==> src/asc_pkg.sv <==
// Notes on behaviour
// - Conversion clock comes from system clock when source bit is 0, RC tick when 1.
// - System-clock conversion period is system period times divider plus one.
// - Divider above 63 is reserved; flagged as error and conversions held off.
// - Result format: 00 unsigned, 01 signed, 10 unsigned fraction, 11 signed fraction.
// - Sampling of active channels restarts automatically once the sweep completes.
// - Cleared auto-sample bit is an error; no conversion is started.
// - Trigger select: 001 external, 010/100 timer, 011/101 PWM event.
// - One conversion lasts 12 conversion clocks in 10-bit, 14 in 12-bit mode.
// - 12-bit mode converts only the primary channel, others ignored.
// - 10-bit channel count: 00 one, 01 two, 1x four channels.
// - Simultaneous mode: trigger ends sampling on all active channels at once.
// - Sequential mode: trigger ends primary sampling; each next ends on previous done.
// - Triggers while converting are dropped; start only while all active sample.
// - Interrupt after N, 2N or 4N conversions with count field N-1; code scales N by channel count only in simultaneous mode.
// - Each result goes to next of 16 buffer words; over 16 is flagged.
// - Primary positive input from 5-bit select; negative is reference or input 1.
// - Group positive 0-2 or 3-5; group negative 6-8, 9-11 or reference.
// - Alternate bit clear: only first multiplexer settings are used.
// - Alternate bit set: first and second settings swap every sweep.
// - Scan enabled: primary steps through marked inputs in ascending order.
// - Scan plus alternate: primary alternates next scanned input and second mux input.
package asc_pkg;

   localparam logic [7:0] OFS_CTL1    = 8'h00;
   localparam logic [7:0] OFS_CTL2    = 8'h04;
   localparam logic [7:0] OFS_CTL3    = 8'h08;
   localparam logic [7:0] OFS_PRI     = 8'h0c;
   localparam logic [7:0] OFS_GRP     = 8'h10;
   localparam logic [7:0] OFS_SCAN    = 8'h14;
   localparam logic [7:0] OFS_STAT    = 8'h18;
   localparam logic [7:0] OFS_BUF     = 8'h40;
   localparam logic [7:0] DIV_MAX     = 8'h3f;
   localparam logic [3:0] LEN10_M1    = 4'hb;
   localparam logic [3:0] LEN12_M1    = 4'hd;
   localparam logic [6:0] BUF_WORDS   = 7'h10;

   localparam logic [2:0] TRG_EXT     = 3'h1;
   localparam logic [2:0] TRG_TMR_A   = 3'h2;
   localparam logic [2:0] TRG_PWM_A   = 3'h3;
   localparam logic [2:0] TRG_TMR_B   = 3'h4;
   localparam logic [2:0] TRG_PWM_B   = 3'h5;

   localparam logic [1:0] FMT_UINT    = 2'h0;
   localparam logic [1:0] FMT_SINT    = 2'h1;
   localparam logic [1:0] FMT_UFRAC   = 2'h2;

   typedef enum logic {ST_SAMPLE, ST_CONV} asc_state_t;

   typedef struct packed {
      logic       mode12;
      logic [1:0] fmt;
      logic [2:0] trig;
      logic       auto_s;
   } asc_ctl1_t;

   typedef struct packed {
      logic       scan_en;
      logic       alternate_input_sel;
      logic [3:0] conversions_per_irq;
      logic       simultaneous_sample_sel;
      logic [1:0] active_channel_count;
   } asc_ctl2_t;

   typedef struct packed {
      logic       src;
      logic [7:0] div;
   } asc_ctl3_t;

   typedef struct packed {
      logic       neg_b;
      logic [4:0] pos_b;
      logic       neg_a;
      logic [4:0] pos_a;
   } asc_pri_t;

   typedef struct packed {
      logic [1:0] neg_b;
      logic       pos_b;
      logic [1:0] neg_a;
      logic       pos_a;
   } asc_grp_t;

   typedef struct packed {
      logic       cnt_err;
      logic       auto_err;
      logic       div_err;
      logic       busy;
      logic       use_b;
      logic [3:0] buf_ptr;
   } asc_stat_t;

   typedef struct packed {
      logic [3:0][4:0] pos;
      logic [3:0]      neg_ref;
      logic [3:0][4:0] neg;
   } asc_mux_t;

   typedef struct packed {
      asc_ctl1_t        ctl1;
      asc_ctl2_t        ctl2;
      asc_ctl3_t        ctl3;
      asc_pri_t         pri;
      asc_grp_t         grp;
      logic [31:0]      scan;
      asc_state_t       st;
      logic             busy;
      logic [3:0]       sampling;
      logic [1:0]       chan;
      logic [3:0]       tad_cnt;
      logic [5:0]       div_cnt;
      logic             use_b;
      logic [4:0]       scan_ptr;
      logic [3:0]       buf_ptr;
      logic [6:0]       conv_cnt;
      logic [15:0][15:0] rbuf;
      asc_mux_t         mux;
      logic             irq;
      logic             wait_r;
      logic [31:0]      rdata;
   } asc_regs_t;

   localparam asc_ctl1_t CTL1_RST = '{mode12: 1'b0, fmt: 2'h0, trig: 3'h0, auto_s: 1'b1};

   localparam asc_regs_t REGS_RST = '{
      ctl1: CTL1_RST, st: ST_SAMPLE, sampling: 4'h1, wait_r: 1'b1,
      ctl2: '0, ctl3: '0, pri: '0, grp: '0, scan: '0, busy: 1'b0, chan: 2'h0,
      tad_cnt: 4'h0, div_cnt: 6'h0, use_b: 1'b0, scan_ptr: 5'h0, buf_ptr: 4'h0,
      conv_cnt: 7'h0, rbuf: '0, mux: '0, irq: 1'b0, rdata: 32'h0};

endpackage : asc_pkg

==> src/asc_top.sv <==
// Design decisions made here: the register offsets and the Avalon-MM register port.
`timescale 1ns/1ps
`default_nettype none
module asc_top
   import asc_pkg::*;
(
   input  wire logic        SYS_CLK,
   input  wire logic        RST_B,
   input  wire logic [7:0]  AVS_ADDRESS,
   input  wire logic        AVS_READ,
   input  wire logic        AVS_WRITE,
   input  wire logic [31:0] AVS_WRITEDATA,
   input  wire logic [3:0]  AVS_BYTEENABLE,
   output logic      [31:0] AVS_READDATA,
   output logic             AVS_WAITREQUEST,
   input  wire logic        RC_TICK,
   input  wire logic        TRIG_EXT,
   input  wire logic        TRIG_TMR,
   input  wire logic        TRIG_PWM,
   input  wire logic [11:0] CONV_DATA,
   output logic      [3:0]  SAMPLING,
   output logic             CONVERTING,
   output logic      [1:0]  CONV_CHAN,
   output asc_mux_t         MUX_SEL,
   output logic             CONV_IRQ
);

   asc_regs_t   q;
   asc_regs_t   n;
   logic [2:0]  nch;
   logic [1:0]  last_chan;
   logic [3:0]  active;
   logic        div_err;
   logic        auto_err;
   logic        cnt_err;
   logic        cfg_ok;
   logic        trig_hit;
   logic        tick;
   logic [3:0]  len_m1;
   logic [2:0]  mult;
   logic [6:0]  target;
   logic [4:0]  pick;
   logic        done_now;
   logic        sweep_end;
   logic        start;
   logic [31:0] rd_val;
   logic [31:0] wr_full;
   asc_stat_t   stat;

   function automatic logic [4:0] scan_pick(input logic [31:0] m, input logic [4:0] s);
      logic [4:0] k;
      scan_pick = s;
      for (int i = 31; i >= 0; i--) begin
         k = s + 5'(i);
         if (m[k]) begin
            scan_pick = k;
         end
      end
   endfunction : scan_pick

   function automatic logic [15:0] fmt_res(input logic [11:0] r, input logic m12,
                                          input logic [1:0] f);
      logic [11:0] v;
      logic        sgn;
      v   = m12 ? r : {2'h0, r[9:0]};
      sgn = m12 ? ~r[11] : ~r[9];
      if (f == FMT_UINT) begin
         fmt_res = {4'h0, v};
      end else if (f == FMT_SINT) begin
         fmt_res = m12 ? {{5{sgn}}, r[10:0]} : {{7{sgn}}, r[8:0]};
      end else if (f == FMT_UFRAC) begin
         fmt_res = m12 ? {r, 4'h0} : {r[9:0], 6'h0};
      end else begin
         fmt_res = m12 ? {sgn, r[10:0], 4'h0} : {sgn, r[8:0], 6'h0};
      end
   endfunction : fmt_res

   function automatic logic [31:0] be_merge(input logic [31:0] o, input logic [31:0] w,
                                           input logic [3:0] be);
      for (int b = 0; b < 4; b++) begin
         be_merge[b*8 +: 8] = be[b] ? w[b*8 +: 8] : o[b*8 +: 8];
      end
   endfunction : be_merge

   // 12-bit mode forces a single channel regardless of the count field
   assign nch = q.ctl1.mode12 ? 3'h1 :
                (q.ctl2.active_channel_count == 2'h0) ? 3'h1 : (q.ctl2.active_channel_count == 2'h1) ? 3'h2 : 3'h4;
   assign last_chan = 2'(nch - 3'h1);
   assign active    = (nch == 3'h1) ? 4'h1 : (nch == 3'h2) ? 4'h3 : 4'hf;
   assign div_err   = q.ctl3.div > DIV_MAX;
   assign auto_err  = !q.ctl1.auto_s;
   assign mult      = (q.ctl2.simultaneous_sample_sel && !q.ctl1.mode12) ? nch : 3'h1;
   assign target    = 7'(({3'h0, q.ctl2.conversions_per_irq} + 7'h1) * {4'h0, mult});
   assign cnt_err   = target > BUF_WORDS;
   assign cfg_ok    = !div_err && !auto_err;
   assign len_m1    = q.ctl1.mode12 ? LEN12_M1 : LEN10_M1;
   assign pick      = scan_pick(q.scan, q.scan_ptr);

   always_comb begin
      case (q.ctl1.trig)
         TRG_EXT:              trig_hit = TRIG_EXT;
         TRG_TMR_A, TRG_TMR_B: trig_hit = TRIG_TMR;
         TRG_PWM_A, TRG_PWM_B: trig_hit = TRIG_PWM;
         default:              trig_hit = 1'b0;
      endcase
   end

   // Divider restarts on each tick so the ratio is divider plus one
   assign tick = q.ctl3.src ? RC_TICK : (q.div_cnt == q.ctl3.div[5:0]);

   assign done_now  = (q.st == ST_CONV) && tick && (q.tad_cnt == len_m1);
   assign sweep_end = done_now && (q.chan == last_chan);
   // Trigger honoured only in the sampling state, dropped while converting
   assign start     = (q.st == ST_SAMPLE) && trig_hit && cfg_ok;

   assign stat = '{cnt_err: cnt_err, auto_err: auto_err, div_err: div_err,
                   busy: q.busy, use_b: q.use_b, buf_ptr: q.buf_ptr};

   always_comb begin
      if (AVS_ADDRESS == OFS_CTL1) begin
         rd_val = 32'(q.ctl1);
      end else if (AVS_ADDRESS == OFS_CTL2) begin
         rd_val = 32'(q.ctl2);
      end else if (AVS_ADDRESS == OFS_CTL3) begin
         rd_val = 32'(q.ctl3);
      end else if (AVS_ADDRESS == OFS_PRI) begin
         rd_val = 32'(q.pri);
      end else if (AVS_ADDRESS == OFS_GRP) begin
         rd_val = 32'(q.grp);
      end else if (AVS_ADDRESS == OFS_SCAN) begin
         rd_val = q.scan;
      end else if (AVS_ADDRESS == OFS_STAT) begin
         rd_val = 32'(stat);
      end else if (AVS_ADDRESS[7:6] == OFS_BUF[7:6] && AVS_ADDRESS[1:0] == 2'h0) begin
         rd_val = {16'h0, q.rbuf[AVS_ADDRESS[5:2]]};
      end else begin
         rd_val = 32'h0;
      end
   end

   assign wr_full = be_merge(rd_val, AVS_WRITEDATA, AVS_BYTEENABLE);

   always_comb begin
      n        = q;
      n.irq    = 1'b0;
      n.wait_r = 1'b1;

      // Answer one cycle after the request; write lands when waitrequest is seen low
      if (!q.wait_r) begin
         if (AVS_WRITE) begin
            if (AVS_ADDRESS == OFS_CTL1) begin
               n.ctl1 = asc_ctl1_t'(wr_full[$bits(asc_ctl1_t)-1:0]);
            end else if (AVS_ADDRESS == OFS_CTL2) begin
               n.ctl2 = asc_ctl2_t'(wr_full[$bits(asc_ctl2_t)-1:0]);
            end else if (AVS_ADDRESS == OFS_CTL3) begin
               n.ctl3 = asc_ctl3_t'(wr_full[$bits(asc_ctl3_t)-1:0]);
            end else if (AVS_ADDRESS == OFS_PRI) begin
               n.pri = asc_pri_t'(wr_full[$bits(asc_pri_t)-1:0]);
            end else if (AVS_ADDRESS == OFS_GRP) begin
               n.grp = asc_grp_t'(wr_full[$bits(asc_grp_t)-1:0]);
            end else if (AVS_ADDRESS == OFS_SCAN) begin
               n.scan = wr_full;
            end
         end
      end else if (AVS_READ || AVS_WRITE) begin
         n.wait_r = 1'b0;
         n.rdata  = rd_val;
      end

      n.div_cnt = tick ? 6'h0 : q.div_cnt + 6'h1;

      case (q.st)
         ST_SAMPLE: begin
            if (start) begin
               n.st      = ST_CONV;
               n.chan    = 2'h0;
               n.tad_cnt = 4'h0;
               // Simultaneous freezes every channel, sequential only the primary
               n.sampling = q.ctl2.simultaneous_sample_sel ? 4'h0 : (active & 4'he);
            end else begin
               // Follow channel count changes so all active channels sample
               n.sampling = active;
            end
         end
         ST_CONV: begin
            if (tick) begin
               n.tad_cnt = q.tad_cnt + 4'h1;
               if (done_now) begin
                  n.tad_cnt = 4'h0;
                  n.rbuf[q.buf_ptr] = fmt_res(CONV_DATA, q.ctl1.mode12, q.ctl1.fmt);
                  n.buf_ptr  = q.buf_ptr + 4'h1;
                  n.conv_cnt = q.conv_cnt + 7'h1;
                  if (q.conv_cnt + 7'h1 >= target) begin
                     n.irq      = 1'b1;
                     n.conv_cnt = 7'h0;
                     n.buf_ptr  = 4'h0;
                  end
                  if (sweep_end) begin
                     n.st       = ST_SAMPLE;
                     n.sampling = active;
                     n.use_b    = q.ctl2.alternate_input_sel ? !q.use_b : 1'b0;
                     if (q.ctl2.scan_en && !q.use_b) begin
                        n.scan_ptr = pick + 5'h1;
                     end
                  end else begin
                     n.chan = q.chan + 2'h1;
                     if (!q.ctl2.simultaneous_sample_sel) begin
                        n.sampling = q.sampling & ~(4'h1 << (q.chan + 2'h1));
                     end
                  end
               end
            end
         end
         default: n.st = ST_SAMPLE;
      endcase
      n.busy = (n.st == ST_CONV);

      // Scan overrides the first primary positive select only
      if (q.ctl2.scan_en && !q.use_b) begin
         n.mux.pos[0] = pick;
      end else begin
         n.mux.pos[0] = q.use_b ? q.pri.pos_b : q.pri.pos_a;
      end
      n.mux.neg_ref[0] = q.use_b ? !q.pri.neg_b : !q.pri.neg_a;
      n.mux.neg[0]     = {4'h0, (q.use_b ? q.pri.neg_b : q.pri.neg_a)};
      for (int c = 1; c < 4; c++) begin
         n.mux.pos[c] = 5'(c - 1) + ((q.use_b ? q.grp.pos_b : q.grp.pos_a) ? 5'h3 : 5'h0);
         n.mux.neg_ref[c] = q.use_b ? q.grp.neg_b[1] : q.grp.neg_a[1];
         n.mux.neg[c] = 5'(c + 5) + ((q.use_b ? q.grp.neg_b[0] : q.grp.neg_a[0]) ? 5'h3 : 5'h0);
      end
   end

   always_ff @(posedge SYS_CLK or negedge RST_B) begin
      if (!RST_B) begin
         q <= REGS_RST;
      end else begin
         q <= n;
      end
   end

   assign AVS_READDATA    = q.rdata;
   assign AVS_WAITREQUEST = q.wait_r;
   assign SAMPLING        = q.sampling;
   assign CONVERTING      = q.busy;
   assign CONV_CHAN       = q.chan;
   assign MUX_SEL         = q.mux;
   assign CONV_IRQ        = q.irq;
endmodule : asc_top
`default_nettype wire

==> config.mk <==
export PLATFORM = sky130hd
export DESIGN_NAME = asc_top
export DESIGN_NICKNAME = d
export VERILOG_FILES = /design/src/asc_pkg.sv /design/src/asc_top.sv
export SDC_FILE = /design/constraint.sdc
export NUM_CORES = 1
export LEC_CHECK = 0
export BUFFER_PORTS_ARGS = -buffer_cell sky130_fd_sc_hd__buf_4
export CAP_MARGIN = 20
export CORE_MARGIN = 5
export CORE_UTILIZATION = 45
export CTS_CLUSTER_DIAMETER = 30
export DETAILED_ROUTE_END_ITERATION = 7
export SYNTH_ARGS = -nofsm -noshare
export SYNTH_HDL_FRONTEND = slang
export SYNTH_SLANG_ARGS = --single-unit
==> constraint.sdc <==
create_clock -name SYS_CLK -period 4.67 [get_ports SYS_CLK]
set_input_delay 0.934 -clock SYS_CLK [delete_from_list [all_inputs] [get_ports SYS_CLK]]
set_output_delay 0.934 -clock SYS_CLK [all_outputs]
set_load 0.02 [all_outputs]
==> impl_metrics.toml <==
[place]
numPortBuffers = 132
dp_cells = 3387
detailed_place_hpwl_mm = 61.63
gp_congestion = 1.002

[yosys]
synth_warnings = 0
synth_most_common_cell = "nand2_1"
synth-async-reset-ratio = 1.000
yosysSeqAreaShare = 0.4014
ys.flop_type = "dfrtp_1"
synth_cells = 2556
synth_edf_count = 0
yosys.area.top_type = "dfrtp_1"
syn-cell-area_um2 = 25690
synthTopCellsByArea = "dfrtp_1, mux4_2, o21ai_0"
syn_area_per_cell_um2 = 10.05
synth_cell_type_count = 90
synth_top_area_frac = 0.3983
ys_seq_elements = 412
yosys-top-cells-count = "nand2_1, dfrtp_1, o21ai_0, mux4_2, clkbuf_1"

[global_route]
grt_usage = 0.2730
grt_pass1_wl_mm = 132.0
grt_pass1_vias = 21390
overflow = 0
antenna_found_initial = 0
grt_max_degree = 105

[layout]
num-fill-cells = 4958
final_cells = 3554
final_util = 0.5501
drive_gt1_frac = 0.2773
antenna_cells = 0
num-nets-final = 2833
area_growth_pct = 20.95

[critical_path]
r2r_end = "q[348]"
path_cells = "buf_12 > mux4_2 > mux2i_1 > o22ai_1 > a221oi_1 > buf_4 > nor3_1 > a311oi_1 > o21ai_1 > a21oi_1 > buf_4 > xnor2_1 > or4_1 > a31oi_1"
required_ns = 5.17
critical_path.max_fanout = 33
critPathMaxStageDelay_ns = 0.68
startpoint = "q[347]"
r2r_slack_ns = 0.09
rr_startpoint = "q[347]"
cp_data_arrival_time_ns = 5.08
cp_slowest_cell = "a221oi_1"
crit_path_frequent_cell = "buf_4"
startpoint_type = "register"
end_kind = "register"
rr_worst_depth = 14
endpoint = "q[348]"
path_class = "reg2reg"

[detailed_routing]
drc_errors = 0
ant_nets = 0
dr_total_vias = 21390
viasPerCell = 6.020
wirelength_mm = 86.39
drt_iter0_markers = 2017
wl_per_cell_um = 24.31
dr.pass1.iters = 7

[pwr]
power_density_nw_per_um2 = 344.9
max-vdd-ir-drop_mv = 0.2974
leakage_nw = 13.86

[timing]
timing.final.crit_share = 0.9809
setup_violations = 0
fmax_mhz = 218.3
slew_violations = 0
finalClockSkew_ns = 0.03730
rsz0062_at_grt = "no"
tightest_slew_ns = 0.9792
hold_viol_final = 0
relSlewSlack = 0.3403
layout_min_cycle_time_ns = 4.581
tns_ns = 0

[clock_tree]
cts_root_buffer = "clkbuf_16"
clk_pin_slew_ns = 0.05
cts_max_path_buffers = 3
cts_buffers = 87
clock-sinks = 412
h-tree-depth = 3
clk_latency_ns = 0.62
cts_tree = "done"

[run]
cap_violations = 0

[floorplanning]
ios = 149
die-area_um2 = 61980
die_h_um = 249.0
initial_utilization = 0.4548
core-area_um2 = 56500
rows = 87
die_x_um = 249.0

[worst_hold_path]
hold_path_class = "in2async"

[outcome]
status = "finished, final reports clean"
area by class of cell:
class                      count  area, um^2  area share
timing repair buffer         314        2490     0.08012
tap                          756       945.9     0.03044
clock buffer                 113        2457     0.07907
clock inverter                48       575.6     0.01852
sequential                   412       10320      0.3320
inverter                      62       234.0    0.007529
multi-input combinational   1849       14060      0.4523
cell families (layout without fill, tap and decap cells):
kind of cell             Yosys count  in the layout  share of synthesized area
flip-flops                       412            412                     0.4014
AND/OR/NAND/NOR                  733            733                     0.1234
XOR/XNOR                          62             62                    0.02230
multiplexers                     354            354                     0.2248
buffers and inverters            310            537                    0.06038
adder cells (fa/ha/maj)           43             43                    0.02211
other                              2             17                  0.0002923
AO/OA/AOI/OAI                    640            640                     0.1453
worst min-delay path by stage:
stage / slack, ns / endpoint / cells past startpoint
after CTS: 0.40 / q[351] / 1
after floorplan: 0.44 / q[110] / 2
after detailed placement: 0.47 / q[201] / 2
after global routing: 0.44 / q[353] / 1
final: 0.37 / q[353] / 1
after global placement: 0.46 / q[131] / 2
per-layer routing:
layer	wire, um	GRT usage	vias to the layer above
met3	7941	0.07914	204
met1	37270	0.3802	10630
met4	2763	0.07977	0
li1	-	-	9538
met2	38410	0.4191	1020
met5	0	0	-
registers in the layout, summed over array words and instances (netlist names):
register	cells
CONV_IRQ	1
SAMPLING	4
CONV_CHAN	2
CONVERTING	1
MUX_SEL	13
q	358
AVS_READDATA	32
AVS_WAITREQUEST	1
power breakdown:
| group | internal (mW) | switching [mW] | total (mW) |
|---|---|---|---|
| sequential | 3.63 | 0.0623 | 3.69 |
| clock | 4.21 | 2.04 | 6.25 |
| combinational | 0.303 | 0.473 | 0.776 |
metrics by stage:
step                instance area, um^2  power [mW]  setup WS, ns  hold WS (ns)
global placement                  27900       4.508       0.05853        0.4562
global route                      31080       11.08      0.002644        0.4368
detailed placement                27910       4.519      0.007453        0.4657
CTS                               30960       10.81       0.03293        0.4027
finish                            31080       10.72       0.08937        0.3708
floorplan                         25830       4.174      0.002529        0.4446
worst max-delay path, delay by kind of cell, from the launching register on:
kind | cells | cell delay, ns
AO/OA/AOI/OAI | 6 | 1.75
multiplexers | 2 | 0.84
buffers and inverters | 3 | 0.74
AND/OR/NAND/NOR | 2 | 0.63
flip-flops | 1 | 0.41
XOR/XNOR | 1 | 0.11
placed cells by master (no fill, tap or decap), types with 56 or more instances in the layout:
| master | netlist | layout |
|---|---|---|
| clkbuf_16 | 0 | 89 |
| inv_1 | 57 | 56 |
| dfrtp_1 | 409 | 407 |
| a21oi_1 | 77 | 75 |
| o21ai_0 | 375 | 375 |
| mux2_2 | 97 | 97 |
| mux2i_1 | 88 | 85 |
| buf_4 | 83 | 302 |
| nand2_1 | 467 | 466 |
| nor2_1 | 93 | 93 |
| mux4_2 | 163 | 163 |
repair_timing:
action | CTS | global route
gates resized for setup | 2 | 14
pin swaps | 0 | 1
buffers inserted | 0 | 4
endpoints found under the setup margin | 2 | 7
hold buffers | 0 | 0
Note: power is estimated with default switching activity, not from simulation.
